### config.mk
export PLATFORM = sky130hd
export DESIGN_NAME = pgc_top
export DESIGN_NICKNAME = d
export VERILOG_FILES = /design/src/hw/pgc_pkg.sv /design/src/hw/pgc_top.sv /design/src/hw/pgc_deadtime.sv
export SDC_FILE = /design/constraint.sdc
export NUM_CORES = 1
export LEC_CHECK = 0
export ABC_AREA = 1
export BUFFER_PORTS_ARGS = -buffer_cell sky130_fd_sc_hd__buf_4
export CAP_MARGIN = 5
export CORE_MARGIN = 3
export CORE_UTILIZATION = 35
export DETAILED_ROUTE_END_ITERATION = 10
export PLACE_DENSITY = 0.61
export SLEW_MARGIN = 20
export SYNTH_ARGS = -nofsm -noshare
export SYNTH_HDL_FRONTEND = slang
export SYNTH_SLANG_ARGS = --single-unit
### constraint.sdc
create_clock -name clk_sys_in -period 3 [get_ports clk_sys_in]
set_clock_uncertainty 0.2 [all_clocks]
set_input_delay 0.9 -clock clk_sys_in [delete_from_list [all_inputs] [get_ports clk_sys_in]]
set_output_delay 0.9 -clock clk_sys_in [all_outputs]
set_load 0.005 [all_outputs]
### src/hw/pgc_pkg.sv
// Package: register map, field positions, reset values and modes
package pgc_pkg;

  // Register byte offsets on the APB bus
  localparam logic [7:0] OFF_CTRL   = 8'h00;
  localparam logic [7:0] OFF_PERIOD = 8'h04;
  localparam logic [7:0] OFF_DUTY   = 8'h08;
  localparam logic [7:0] OFF_PHASE  = 8'h0C;
  localparam logic [7:0] OFF_DEAD   = 8'h10;
  localparam logic [7:0] OFF_GLOBAL = 8'h14;
  localparam logic [7:0] OFF_STATUS = 8'h18;
  localparam logic [7:0] OFF_MASK   = 8'h1C;
  localparam logic [7:0] OFF_COUNT  = 8'h20;

  // Control register field positions
  localparam int CTRL_IUE  = 0;
  localparam int CTRL_XRES = 1;
  localparam int CTRL_CAM  = 2;
  localparam int CTRL_TBS  = 3;
  localparam int CTRL_RSVD = 4;
  localparam int CTRL_POL  = 5;
  localparam int CTRL_DTM  = 6;
  localparam int CTRL_ITB  = 9;

  // Global register field positions
  localparam int GLB_EN    = 0;
  localparam int GLB_CURRENT_LIMIT_MODE = 1;

  // Status and mask bit positions
  localparam int ST_BOUND  = 0;
  localparam int ST_LIMIT  = 1;

  // Writable control bits; bit 4 is kept out of this mask
  localparam logic [15:0] CTRL_WMASK = 16'h02EF;

  // Values after reset
  localparam logic [15:0] RST_CTRL   = 16'h0000;
  localparam logic [15:0] RST_PERIOD = 16'h00FF;
  localparam logic [15:0] RST_DUTY   = 16'h0000;
  localparam logic [15:0] RST_PHASE  = 16'h0000;
  localparam logic [11:0] RST_DEAD   = 12'h000;
  localparam logic [1:0]  RST_GLOBAL = 2'h0;
  localparam logic [1:0]  RST_IRQ    = 2'h0;

  // Center-aligned mode drops this many low bits of timing values
  localparam int CA_DROP_BITS = 3;
  // Finest center-aligned edge step at the fastest prescaler, in ps
  localparam int CA_RES_PS    = 8320;

  // Whether a secondary master time base exists in this build
  localparam logic SEC_TB_PRESENT = 1'b1;

  // Dead-time mode codes
  typedef enum logic [1:0] {
    DTM_POS  = 2'h0,
    DTM_NEG  = 2'h1,
    DTM_OFF  = 2'h2,
    DTM_COMP = 2'h3
  } pgc_dtm_t;

endpackage : pgc_pkg

### src/hw/pgc_top.sv
// PWM generator with control options, APB registers and interrupt
//
// Implementation choices: the register addresses and the APB register port.
`timescale 1ns/1ns
`default_nettype none
module pgc_top (
  // Clock and reset
  input  wire logic        clk_sys_in,
  input  wire logic        sys_rst_in,
  // APB slave
  input  wire logic        psel,
  input  wire logic        penable,
  input  wire logic        pwrite,
  input  wire logic [7:0]  paddr,
  input  wire logic [31:0] pwdata,
  output logic [31:0]      prdata,
  output logic             pready,
  output logic             pslverr,
  // Master time bases, same clock domain
  input  wire logic        pri_tb_sync_in,
  input  wire logic        pri_tb_tick_in,
  input  wire logic        sec_tb_sync_in,
  input  wire logic        sec_tb_tick_in,
  // Pins from the board
  input  wire logic        current_limit_in,
  input  wire logic        dead_comp_input_in,
  // Power stage and interrupt
  output logic             high_side_output_out,
  output logic             low_side_output_out,
  output logic             irq_out
);

  typedef struct packed {
    logic [15:0] ctrl;
    logic [15:0] period;
    logic [15:0] duty_shadow;
    logic [15:0] duty_active;
    logic [15:0] phase;
    logic [11:0] dead;
    logic [1:0]  glb;
    logic [1:0]  status;
    logic [1:0]  mask;
    logic [15:0] cnt;
    logic        down;
    logic        pwm_ref;
    logic [2:0]  lim_sync;
    logic [1:0]  comp_sync;
    logic        irq;
    logic        ready;
    logic        slverr;
    logic [31:0] rdata;
  } pgc_state_t;

  pgc_state_t cur_ff;
  pgc_state_t nxt_ff;

  logic        acc_now;
  logic        wr_now;
  logic        gen_en;
  logic        independent_timebase;
  logic        ca_mode;
  logic        tb_tick;
  logic        tb_sync;
  logic        limit_evt;
  logic        boundary;
  logic [15:0] duty_eff;
  logic [15:0] phase_eff;
  logic [15:0] period_eff;
  logic [11:0] dead_eff;
  logic [31:0] rd_mux;
  logic        addr_ok;

  // Decoded settings shared by the counter and the shaper
  always_comb begin
    gen_en  = cur_ff.glb[pgc_pkg::GLB_EN];
    independent_timebase     = cur_ff.ctrl[pgc_pkg::CTRL_ITB];
    // Alignment bit is ignored while the master time base is used
    ca_mode = independent_timebase & cur_ff.ctrl[pgc_pkg::CTRL_CAM];
    // Without a secondary base the select bit falls back to the primary
    if (cur_ff.ctrl[pgc_pkg::CTRL_TBS] && pgc_pkg::SEC_TB_PRESENT) begin
      tb_tick = sec_tb_tick_in;
      tb_sync = sec_tb_sync_in;
    end else begin
      tb_tick = pri_tb_tick_in;
      tb_sync = pri_tb_sync_in;
    end
    // Only the synced limit pin is edge detected, never the first stage
    limit_evt = cur_ff.lim_sync[1] & ~cur_ff.lim_sync[2];
  end

  // Center mode quantises timing values to eight-count steps
  always_comb begin
    if (ca_mode) begin
      duty_eff   = {cur_ff.duty_active[15:3], 3'h0};
      phase_eff  = {cur_ff.phase[15:3], 3'h0};
      dead_eff   = {cur_ff.dead[11:3], 3'h0};
      period_eff = {cur_ff.period[15:3], 3'h0};
    end else begin
      duty_eff   = cur_ff.duty_active;
      phase_eff  = cur_ff.phase;
      dead_eff   = cur_ff.dead;
      period_eff = cur_ff.period;
    end
  end

  // APB decode: one wait state so read data comes from a flop
  always_comb begin
    acc_now = psel & penable & cur_ff.ready;
    wr_now  = acc_now & pwrite;
    addr_ok = 1'b1;
    rd_mux  = 32'h0000_0000;
    case (paddr)
      pgc_pkg::OFF_CTRL: begin
        // Bit four is not stored and so reads zero
        rd_mux = {16'h0000, cur_ff.ctrl};
      end
      pgc_pkg::OFF_PERIOD: begin
        rd_mux = {16'h0000, cur_ff.period};
      end
      pgc_pkg::OFF_DUTY: begin
        rd_mux = {16'h0000, cur_ff.duty_shadow};
      end
      pgc_pkg::OFF_PHASE: begin
        rd_mux = {16'h0000, cur_ff.phase};
      end
      pgc_pkg::OFF_DEAD: begin
        rd_mux = {20'h00000, cur_ff.dead};
      end
      pgc_pkg::OFF_GLOBAL: begin
        rd_mux = {30'h0000_0000, cur_ff.glb};
      end
      pgc_pkg::OFF_STATUS: begin
        rd_mux = {30'h0000_0000, cur_ff.status};
      end
      pgc_pkg::OFF_MASK: begin
        rd_mux = {30'h0000_0000, cur_ff.mask};
      end
      pgc_pkg::OFF_COUNT: begin
        rd_mux = {15'h0000, cur_ff.down, cur_ff.cnt};
      end
      default: begin
        addr_ok = 1'b0;
      end
    endcase
  end

  // Time base counter and next state of everything
  always_comb begin
    nxt_ff   = cur_ff;
    boundary = 1'b0;

    // Two-flop synchronisers for the board pins
    nxt_ff.lim_sync  = {cur_ff.lim_sync[1:0], current_limit_in};
    nxt_ff.comp_sync = {cur_ff.comp_sync[0], dead_comp_input_in};

    // Counter: phase is the restart value at every time-base reset
    if (!gen_en) begin
      nxt_ff.cnt  = phase_eff;
      nxt_ff.down = 1'b0;
    end else if (independent_timebase && cur_ff.ctrl[pgc_pkg::CTRL_XRES] && limit_evt) begin
      nxt_ff.cnt  = phase_eff;
      nxt_ff.down = 1'b0;
      boundary    = 1'b1;
    end else if (!independent_timebase && tb_sync) begin
      nxt_ff.cnt  = phase_eff;
      nxt_ff.down = 1'b0;
      boundary    = 1'b1;
    end else if (tb_tick) begin
      if (ca_mode) begin
        // Up to the period, then down to zero; zero is the boundary
        if (!cur_ff.down) begin
          if (cur_ff.cnt >= period_eff) begin
            nxt_ff.down = 1'b1;
            nxt_ff.cnt  = cur_ff.cnt - 16'h0001;
          end else begin
            nxt_ff.cnt = cur_ff.cnt + 16'h0001;
          end
        end else if (cur_ff.cnt == 16'h0000) begin
          nxt_ff.down = 1'b0;
          nxt_ff.cnt  = 16'h0001;
          boundary    = 1'b1;
        end else begin
          nxt_ff.cnt = cur_ff.cnt - 16'h0001;
        end
      end else if (cur_ff.cnt >= period_eff) begin
        nxt_ff.cnt  = 16'h0000;
        nxt_ff.down = 1'b0;
        boundary    = 1'b1;
      end else begin
        nxt_ff.cnt  = cur_ff.cnt + 16'h0001;
        nxt_ff.down = 1'b0;
      end
    end

    // Reference wave; in center mode it is symmetric about zero
    nxt_ff.pwm_ref = gen_en & (cur_ff.cnt < duty_eff);

    // Active duty follows the shadow at once or only at the boundary
    if (cur_ff.ctrl[pgc_pkg::CTRL_IUE] || boundary) begin
      nxt_ff.duty_active = cur_ff.duty_shadow;
    end

    // APB handshake: ready pulses in the second access cycle
    nxt_ff.ready  = psel & penable & ~cur_ff.ready;
    nxt_ff.slverr = psel & penable & ~cur_ff.ready & ~addr_ok;
    if (psel && penable && !cur_ff.ready) begin
      nxt_ff.rdata = pwrite ? 32'h0000_0000 : rd_mux;
    end

    // Register writes take effect on the completing edge only
    if (wr_now) begin
      case (paddr)
        pgc_pkg::OFF_CTRL: begin
          // Mode bits are not locked; software keeps them steady
          nxt_ff.ctrl = pwdata[15:0] & pgc_pkg::CTRL_WMASK;
        end
        pgc_pkg::OFF_PERIOD: begin
          nxt_ff.period = pwdata[15:0];
        end
        pgc_pkg::OFF_DUTY: begin
          nxt_ff.duty_shadow = pwdata[15:0];
        end
        pgc_pkg::OFF_PHASE: begin
          nxt_ff.phase = pwdata[15:0];
        end
        pgc_pkg::OFF_DEAD: begin
          nxt_ff.dead = pwdata[11:0];
        end
        pgc_pkg::OFF_GLOBAL: begin
          nxt_ff.glb = pwdata[1:0];
        end
        pgc_pkg::OFF_MASK: begin
          nxt_ff.mask = pwdata[1:0];
        end
        default: begin
          nxt_ff.mask = cur_ff.mask;
        end
      endcase
    end

    // Sticky status: write one clears, a new event in that cycle wins
    if (wr_now && paddr == pgc_pkg::OFF_STATUS) begin
      nxt_ff.status = cur_ff.status & ~pwdata[1:0];
    end
    if (boundary) begin
      nxt_ff.status[pgc_pkg::ST_BOUND] = 1'b1;
    end
    if (limit_evt && gen_en) begin
      nxt_ff.status[pgc_pkg::ST_LIMIT] = 1'b1;
    end
    nxt_ff.irq = |(nxt_ff.status & nxt_ff.mask);
  end

  // State register
  always_ff @(posedge clk_sys_in) begin
    if (sys_rst_in) begin
      cur_ff             <= '0;
      cur_ff.ctrl        <= pgc_pkg::RST_CTRL;
      cur_ff.period      <= pgc_pkg::RST_PERIOD;
      cur_ff.duty_shadow <= pgc_pkg::RST_DUTY;
      cur_ff.duty_active <= pgc_pkg::RST_DUTY;
      cur_ff.phase       <= pgc_pkg::RST_PHASE;
      cur_ff.dead        <= pgc_pkg::RST_DEAD;
      cur_ff.glb         <= pgc_pkg::RST_GLOBAL;
      cur_ff.status      <= pgc_pkg::RST_IRQ;
      cur_ff.mask        <= pgc_pkg::RST_IRQ;
    end else begin
      cur_ff <= nxt_ff;
    end
  end

  // Dead-time shaping toward the power stage
  pgc_deadtime u_deadtime (
    .clk_sys_in (clk_sys_in),
    .sys_rst_in (sys_rst_in),
    .en_in      (gen_en),
    .ref_in     (cur_ff.pwm_ref),
    .mode_in    (cur_ff.ctrl[pgc_pkg::CTRL_DTM +: 2]),
    .pol_in     (cur_ff.ctrl[pgc_pkg::CTRL_POL]),
    .comp_in    (cur_ff.comp_sync[1]),
    .dt_in      (dead_eff),
    .high_out   (high_side_output_out),
    .low_out    (low_side_output_out)
  );

  assign prdata  = cur_ff.rdata;
  assign pready  = cur_ff.ready;
  assign pslverr = cur_ff.slverr;
  assign irq_out = cur_ff.irq;

endmodule : pgc_top
`default_nettype wire

### src/hw/pgc_deadtime.sv
// Dead-time shaper: turns a reference wave into high and low outputs
`timescale 1ns/1ns
`default_nettype none
module pgc_deadtime (
  // Clock and reset
  input  wire logic        clk_sys_in,
  input  wire logic        sys_rst_in,
  // Reference and settings
  input  wire logic        en_in,
  input  wire logic        ref_in,
  input  wire logic [1:0]  mode_in,
  input  wire logic        pol_in,
  input  wire logic        comp_in,
  input  wire logic [11:0] dt_in,
  // Power stage drive
  output logic             high_out,
  output logic             low_out
);

  typedef struct packed {
    logic        prev;
    logic [13:0] elapsed;
    logic        high;
    logic        low;
  } pgc_dt_state_t;

  pgc_dt_state_t cur_ff;
  pgc_dt_state_t nxt_ff;

  logic [13:0] h_on;
  logic [13:0] l_on;
  logic [13:0] h_off;
  logic [13:0] l_off;
  logic        short_high;

  // Per-edge delays chosen by the dead-time mode
  always_comb begin
    h_on       = 14'h0000;
    l_on       = 14'h0000;
    h_off      = 14'h0000;
    l_off      = 14'h0000;
    short_high = 1'b0;
    case (pgc_pkg::pgc_dtm_t'(mode_in))
      pgc_pkg::DTM_POS: begin
        // Turn-on delayed on both sides: a gap, never overlap
        h_on = {2'b00, dt_in};
        l_on = {2'b00, dt_in};
      end
      pgc_pkg::DTM_NEG: begin
        // Turn-off delayed instead: outputs overlap by the dead time
        h_off = {2'b00, dt_in};
        l_off = {2'b00, dt_in};
      end
      pgc_pkg::DTM_OFF: begin
        h_on = 14'h0000;
      end
      pgc_pkg::DTM_COMP: begin
        // Polarity only looked at in this mode
        short_high = pol_in ? comp_in : ~comp_in;
        // Whole gap moved to one side, so total dead time is kept
        if (short_high) begin
          h_on = {1'b0, dt_in, 1'b0};
        end else begin
          l_on = {1'b0, dt_in, 1'b0};
        end
      end
      default: begin
        h_on = 14'h0000;
      end
    endcase
  end

  // Time since the last reference edge, saturating
  always_comb begin
    nxt_ff      = cur_ff;
    nxt_ff.prev = ref_in;
    if (ref_in != cur_ff.prev) begin
      nxt_ff.elapsed = 14'h0000;
    end else if (cur_ff.elapsed != 14'h3FFF) begin
      nxt_ff.elapsed = cur_ff.elapsed + 14'h0001;
    end
    if (!en_in) begin
      nxt_ff.high = 1'b0;
      nxt_ff.low  = 1'b0;
    end else if (ref_in) begin
      nxt_ff.high = (nxt_ff.elapsed >= h_on);
      nxt_ff.low  = (nxt_ff.elapsed < l_off);
    end else begin
      nxt_ff.high = (nxt_ff.elapsed < h_off);
      nxt_ff.low  = (nxt_ff.elapsed >= l_on);
    end
  end

  // State register
  always_ff @(posedge clk_sys_in) begin
    if (sys_rst_in) begin
      cur_ff <= '0;
    end else begin
      cur_ff <= nxt_ff;
    end
  end

  assign high_out = cur_ff.high;
  assign low_out  = cur_ff.low;

endmodule : pgc_deadtime
`default_nettype wire

**After elaboration in Yosys (flattened, before gate mapping)**

Cells that the tools add are included.

- Register bits after elaboration: 165
- Output and inout bits: 37
- Word-level logic and storage cells: 123

- Add/sub/neg operators: 3
- Order comparisons: 5
- Equal/unequal tests: 13
- Multiplexer cells: 41
- Bitwise logic cells: 16
- Reductions and logical operators: 23

Operator list:

| kind | number |
|---|---|
| $pmux 17 s9 | 1 |
| $mux 17 | 7 |
| $pmux 13 s2 | 2 |
| $eq 8x5->1 const B | 4 |
| $mux 16 | 2 |
| $mux 32 | 1 |
| $ge 14x14->1 | 2 |
| $mux 14 | 2 |
| $mux 13 | 2 |
| $add 16x1->16 const B | 1 |
| $eq 8x4->1 const B | 2 |
| $ge 16x16->1 | 1 |
| $logic_not 16->1 | 1 |
| $lt 16x16->1 | 1 |
| $sub 16x1->16 const B | 1 |
| $mux 1 | 15 |
| $add 14x1->14 const B | 1 |
| $lt 14x12->1 | 1 |
| $ne 14x14->1 const B | 1 |
| $mux 12 | 1 |
| $mux 3 | 4 |
| $reduce_and 2->1 | 6 |
| $reduce_or 9->1 | 1 |
| $and 1x1->1 | 8 |
| 17 further kinds | 33 |

**Logic depth before layout (Yosys ltp)**

- Depth after elaboration: 12
- Mapped depth: 21
- Depth with buffers taken out: 21

**Modules after synthesis**

Synthesis repeated with hierarchy kept, for this count alone.

- Cell total of the unflattened synthesis: 1505
- Area total of the unflattened synthesis: 10019.6 um^2

By module, submodules not included:

| module | instances | cells each | area each (um^2) | seq. area each (um^2) |
|---|---|---|---|---|
| pgc_top | 1 | 1102 | 7614.8 | 2662.6 |
| pgc_deadtime | 1 | 403 | 2404.8 | 340.3 |

**Worst setup path after synthesis**

OpenSTA, ideal clock, no wires.

- Path kind: register to register
- Start: register u_deadtime.cur_ff[2] (netlist bit)
- End: register u_deadtime.cur_ff (netlist bit u_deadtime.high_out)
- Data arrival time: 2.586 ns
- Required time: 2.685 ns
- Slack: 0.099 ns
- Stages on the path, launching flop included: 21
- Path buffers: 0
- Cell sequence: dfxtp_1 -> ha_1 -> nand2_1 -> inv_1 -> nand2_1 -> nor2_4 -> nand4_1 -> nand2_1 -> nor2_1 -> nand3_1 -> nor2_1 -> nor3_1 -> ha_1 -> nand2_1 -> nor2_1 -> a211oi_1 -> nor2_1 -> nor2_1 -> nand4_1 -> nand2_1 -> nor2_1

RTL lines:

| what | RTL line | RTL |
|---|---|---|
| start: declaration | pgc_deadtime.sv:27 | `pgc_dt_state_t cur_ff;` |
| start signal: assignment | pgc_deadtime.sv:99 | `cur_ff <= nxt_ff;` |

==> results.toml <==
[yosys]
ys_ff_latch = 150
synth_area_sq_mm = 0.009664
syn_inst = 1384
ys_seq_area_share_pct = 31.07
syn_area_per_cell_sq_um = 6.983
synth_warnings = 0
synth_cell_types = 53

[setup_path]
ff2ff_setup_slack_ns = 0.09
crit_cells = 22
cp_top_family = "simple AND/OR/NAND/NOR gates"
worstPathRequired_ns = 3.13
setup.worst_path.class = "flop to flop"
worst-path-buf-inv = 3
worst_ep_arrival_time_ns = 3.04
setup.worst_path.start = "u_deadtime.cur_ff[2]"
path_common_cell = "nor2_1"
crit_path_start_kind = "flop"
r2r-end = "u_deadtime.high_out"
endpoint = "u_deadtime.high_out"
cp-end-kind = "flop"
r2r_cells = 22
r2r-start = "u_deadtime.cur_ff[2]"
cp_max_fo = 4
slowest_stage = "dfxtp_2"
path_cells = "ha_4 > nand2_2 > inv_2 > nand2_2 > nor2_4 > nand4_1 > nand2_2 > nor2_4 > nand3_2 > nand2_1 > inv_2 > nor3_2 > buf_4 > ha_4 > nand2_1 > nor2_1 > a211oi_2 > nor2_1 > nor2_1 > nand4_1 > nand2_1 > nor2_1"
critPathMaxStageDelay_ns = 0.34

[die]
core_sq_mm = 0.02703
die_area_sq_mm = 0.02964
ios = 88
start_util_pct = 35.76
rows = 60
die_y_microns = 172.2
dieWidth_microns = 172.2

[finish]
drive_gt1_share_pct = 18.63
fin_nets = 1600
fin_cells = 1828
final_core_util_pct = 43.21
area.sequential_sq_mm = 0.003008
num-fill-cells = 2784
multi_input_area_sq_mm = 0.005807
syn_to_final_growth_pct = 20.83
diodes = 0

[timing]
period_share_pct = 96.96
slew_headroom_pct = 61.28
hold_violations = 0
final_max_slew_viol_count = 0
setup_violations = 0
rsz0062_at_grt = "true"
max_freq_mhz = 343.8
tightestPinTransition_ns = 0.5801
post-route-min-period_ns = 2.909

[power]
p_leak_nw = 5.310
powerDensity_mw_per_mm2 = 395.6
ir_worst_vdd_mv = 0.3692

[clock_network]
cts_tree = "done"
clock_sinks = 150
cts_root_buf = "clkbuf_16"
insertion_delay_ns = 0.44
htree_levels = 4
cts_buffers = 17
cts_buffer_depth = 2
clkTransAtPathRegs_ns = 0.07
cts_hold_buf = 0

[drt]
wl_per_cell_microns = 17.37
drt_drc_violations_left = 0
post_drt_via_cell_ratio = 5.368
drtIter0Drc = 850
drtAntennaViolNets = 0
routed_wl_microns = 31760
dr.pass1.iters = 5
vias = 9813

[placed_design]
gp_congestion = 0.8990
io_buffers = 56
place_hpwl_microns = 24190
dp.cells = 1793

[grt]
antenna_found_initial = 1
grt_pass1_wl_microns = 49490
grt_pass1_vias = 9153
grt_usage_pct = 21.37
grt_max_degree = 61
overflow = 0

[status]
status = "finished clean"

[worst_hold_path]
hp-class = "flop to flop"

[job]
drv_cap = 0
-- flip-flops by register name, summed over array words and instances, names as in the netlist --
register and flops:
cur_ff 113, prdata 17, u_deadtime.cur_ff 15, irq_out 1, pready 1, pslverr 1
u_deadtime.high_out 1, u_deadtime.low_out 1
-- report_power, final --
part | internal (W) | switching (W)
sequential | 0.00200 | 0.00000493
combinational | 0.000108 | 0.000160
clock | 0.00144 | 0.000906
total | 0.00355 | 0.00107
-- kinds of logic (layout without fill, tap and decap cells) --
kind of cell / after synthesis / after routing / synth area share (%)
AND/OR/NAND/NOR: 543 / 543 / 25.30
AO/OA/AOI/OAI: 331 / 331 / 20.11
buffers and inverters: 267 / 356 / 12.27
flip-flops: 150 / 150 / 31.07
adder cells (fa/ha/maj): 74 / 74 / 9.581
XOR/XNOR: 18 / 18 / 1.631
other: 1 / 15 / 0.03880
-- how the worst min path moves through the flow --
| stage | slack, ns | from | cells past startpoint | to |
|---|---|---|---|---|
| 3_5_place_dp | 0.19 | cur_ff[37] | 2 | cur_ff[38] |
| 5_1_grt | 0.23 | cur_ff[35] | 2 | cur_ff[36] |
| 6_report | 0.20 | cur_ff[37] | 2 | cur_ff[38] |
| 2_1_floorplan | 0.19 | cur_ff[35] | 2 | cur_ff[36] |
| 3_3_place_gp | 0.19 | cur_ff[37] | 2 | cur_ff[38] |
| 4_1_cts | 0.20 | cur_ff[37] | 2 | cur_ff[38] |
-- stage by stage --
| step | power, W | TNS (ns) | hold slack [ns] | cell area (sq um) | worst slack [ns] |
|---|---|---|---|---|---|
| 2_1_floorplan | 0.002191 | 0 | 0.1883 | 9717 | 0.09882 |
| 3_3_place_gp | 0.002284 | 0 | 0.1895 | 10740 | 0.008865 |
| 3_5_place_dp | 0.002287 | -0.04594 | 0.1931 | 10740 | -0.04267 |
| 4_1_cts | 0.004616 | 0 | 0.2019 | 11410 | 0.001988 |
| 5_1_grt | 0.004767 | -0.2597 | 0.2265 | 11680 | -0.1484 |
| 6_report | 0.004619 | 0 | 0.2002 | 11680 | 0.09121 |
-- tightest hold or removal path, delay by kind of cell (launching register included) --
family / cells / cell delay [ns]
and+or+nand+nor: 1 / 0.03
buffers and inverters: 1 / 0.04
DFF: 1 / 0.29
-- repair_timing --
item | 4_1_cts | 5_1_grt
resized for setup | 7 | 51
buffers inserted | 1 | 3
setup endpoints to repair | 2 | 2
pin swaps | 3 | 23
-- per-layer routing --
metal | vias to the layer above | share of wire [%] | global-route usage (%)
met1 | 4550 | 46 | 30.04
met2 | 384 | 45 | 33.82
met4 | 2 | 2.2 | 6.560
met5 | - | 0.041 | 0
li1 | 4818 | - | -
met3 | 59 | 7.1 | 3.384
-- cell type report --
class	count	share of cell area, %
clock buffer	21	3.943
tap	341	3.654
clock inverter	10	1.457
timing repair buffer	142	9.558
sequential	150	25.76
inverter	183	5.904
multi-input combinational	981	49.73
-- cells in the mapped netlist (all sizes together) --
cell     instances  area share, %
o21bai           2           0.16
nor2           137            5.9
o22ai           31            2.0
conb             1          0.039
xor2            17            1.5
nand2          274             11
o211ai          15            1.2
a31oi            8           0.58
clkinv           2          0.078
inv            181            7.0
nand3b           3           0.23
o21a             2           0.16
nor3            21            1.2
o2111ai          9           0.82
or2              6           0.39
nand4           24            1.6
nand3           60            3.8
a221oi          11            1.0
and3             1          0.065
and2             2           0.13
nor3b            1          0.078
dfxtp          150             31
a21oi          129            6.7
o21ai           87            4.5
a22o             1          0.091
ha              74            9.6
a211oi          20            1.6
o31ai            4           0.31
a21boi           1          0.078
nor4            14            1.1
a2111oi          1          0.091
clkbuf          35            1.4
xnor2            1          0.091
buf             49            3.8
o21ba            1           0.10
a22oi            3           0.23
o221ai           6           0.54
-- cell usage in the layout (no fill, tap or decap), types with 7 or more instances in the layout --
cell type  instances
clkbuf_16         17
a211oi_1          18
nand4_1           23
nand3_1           46
nor2_4             7
o22ai_1           31
a31oi_1            7
dfxtp_1          146
nor3_2             7
nor2_2            18
inv_1            167
a21oi_1          123
nor3_1            13
o211ai_1          15
conb_1            15
o2111ai_1          8
ha_1              64
o21ai_0           83
nand2_2           11
nor2_1           112
nand2_1          262
nor4_1            11
buf_4            138
inv_2             13
nand3_2           14
ha_4              10
a221oi_1          11
xor2_1            17
(Power assumes the default switching activity.)
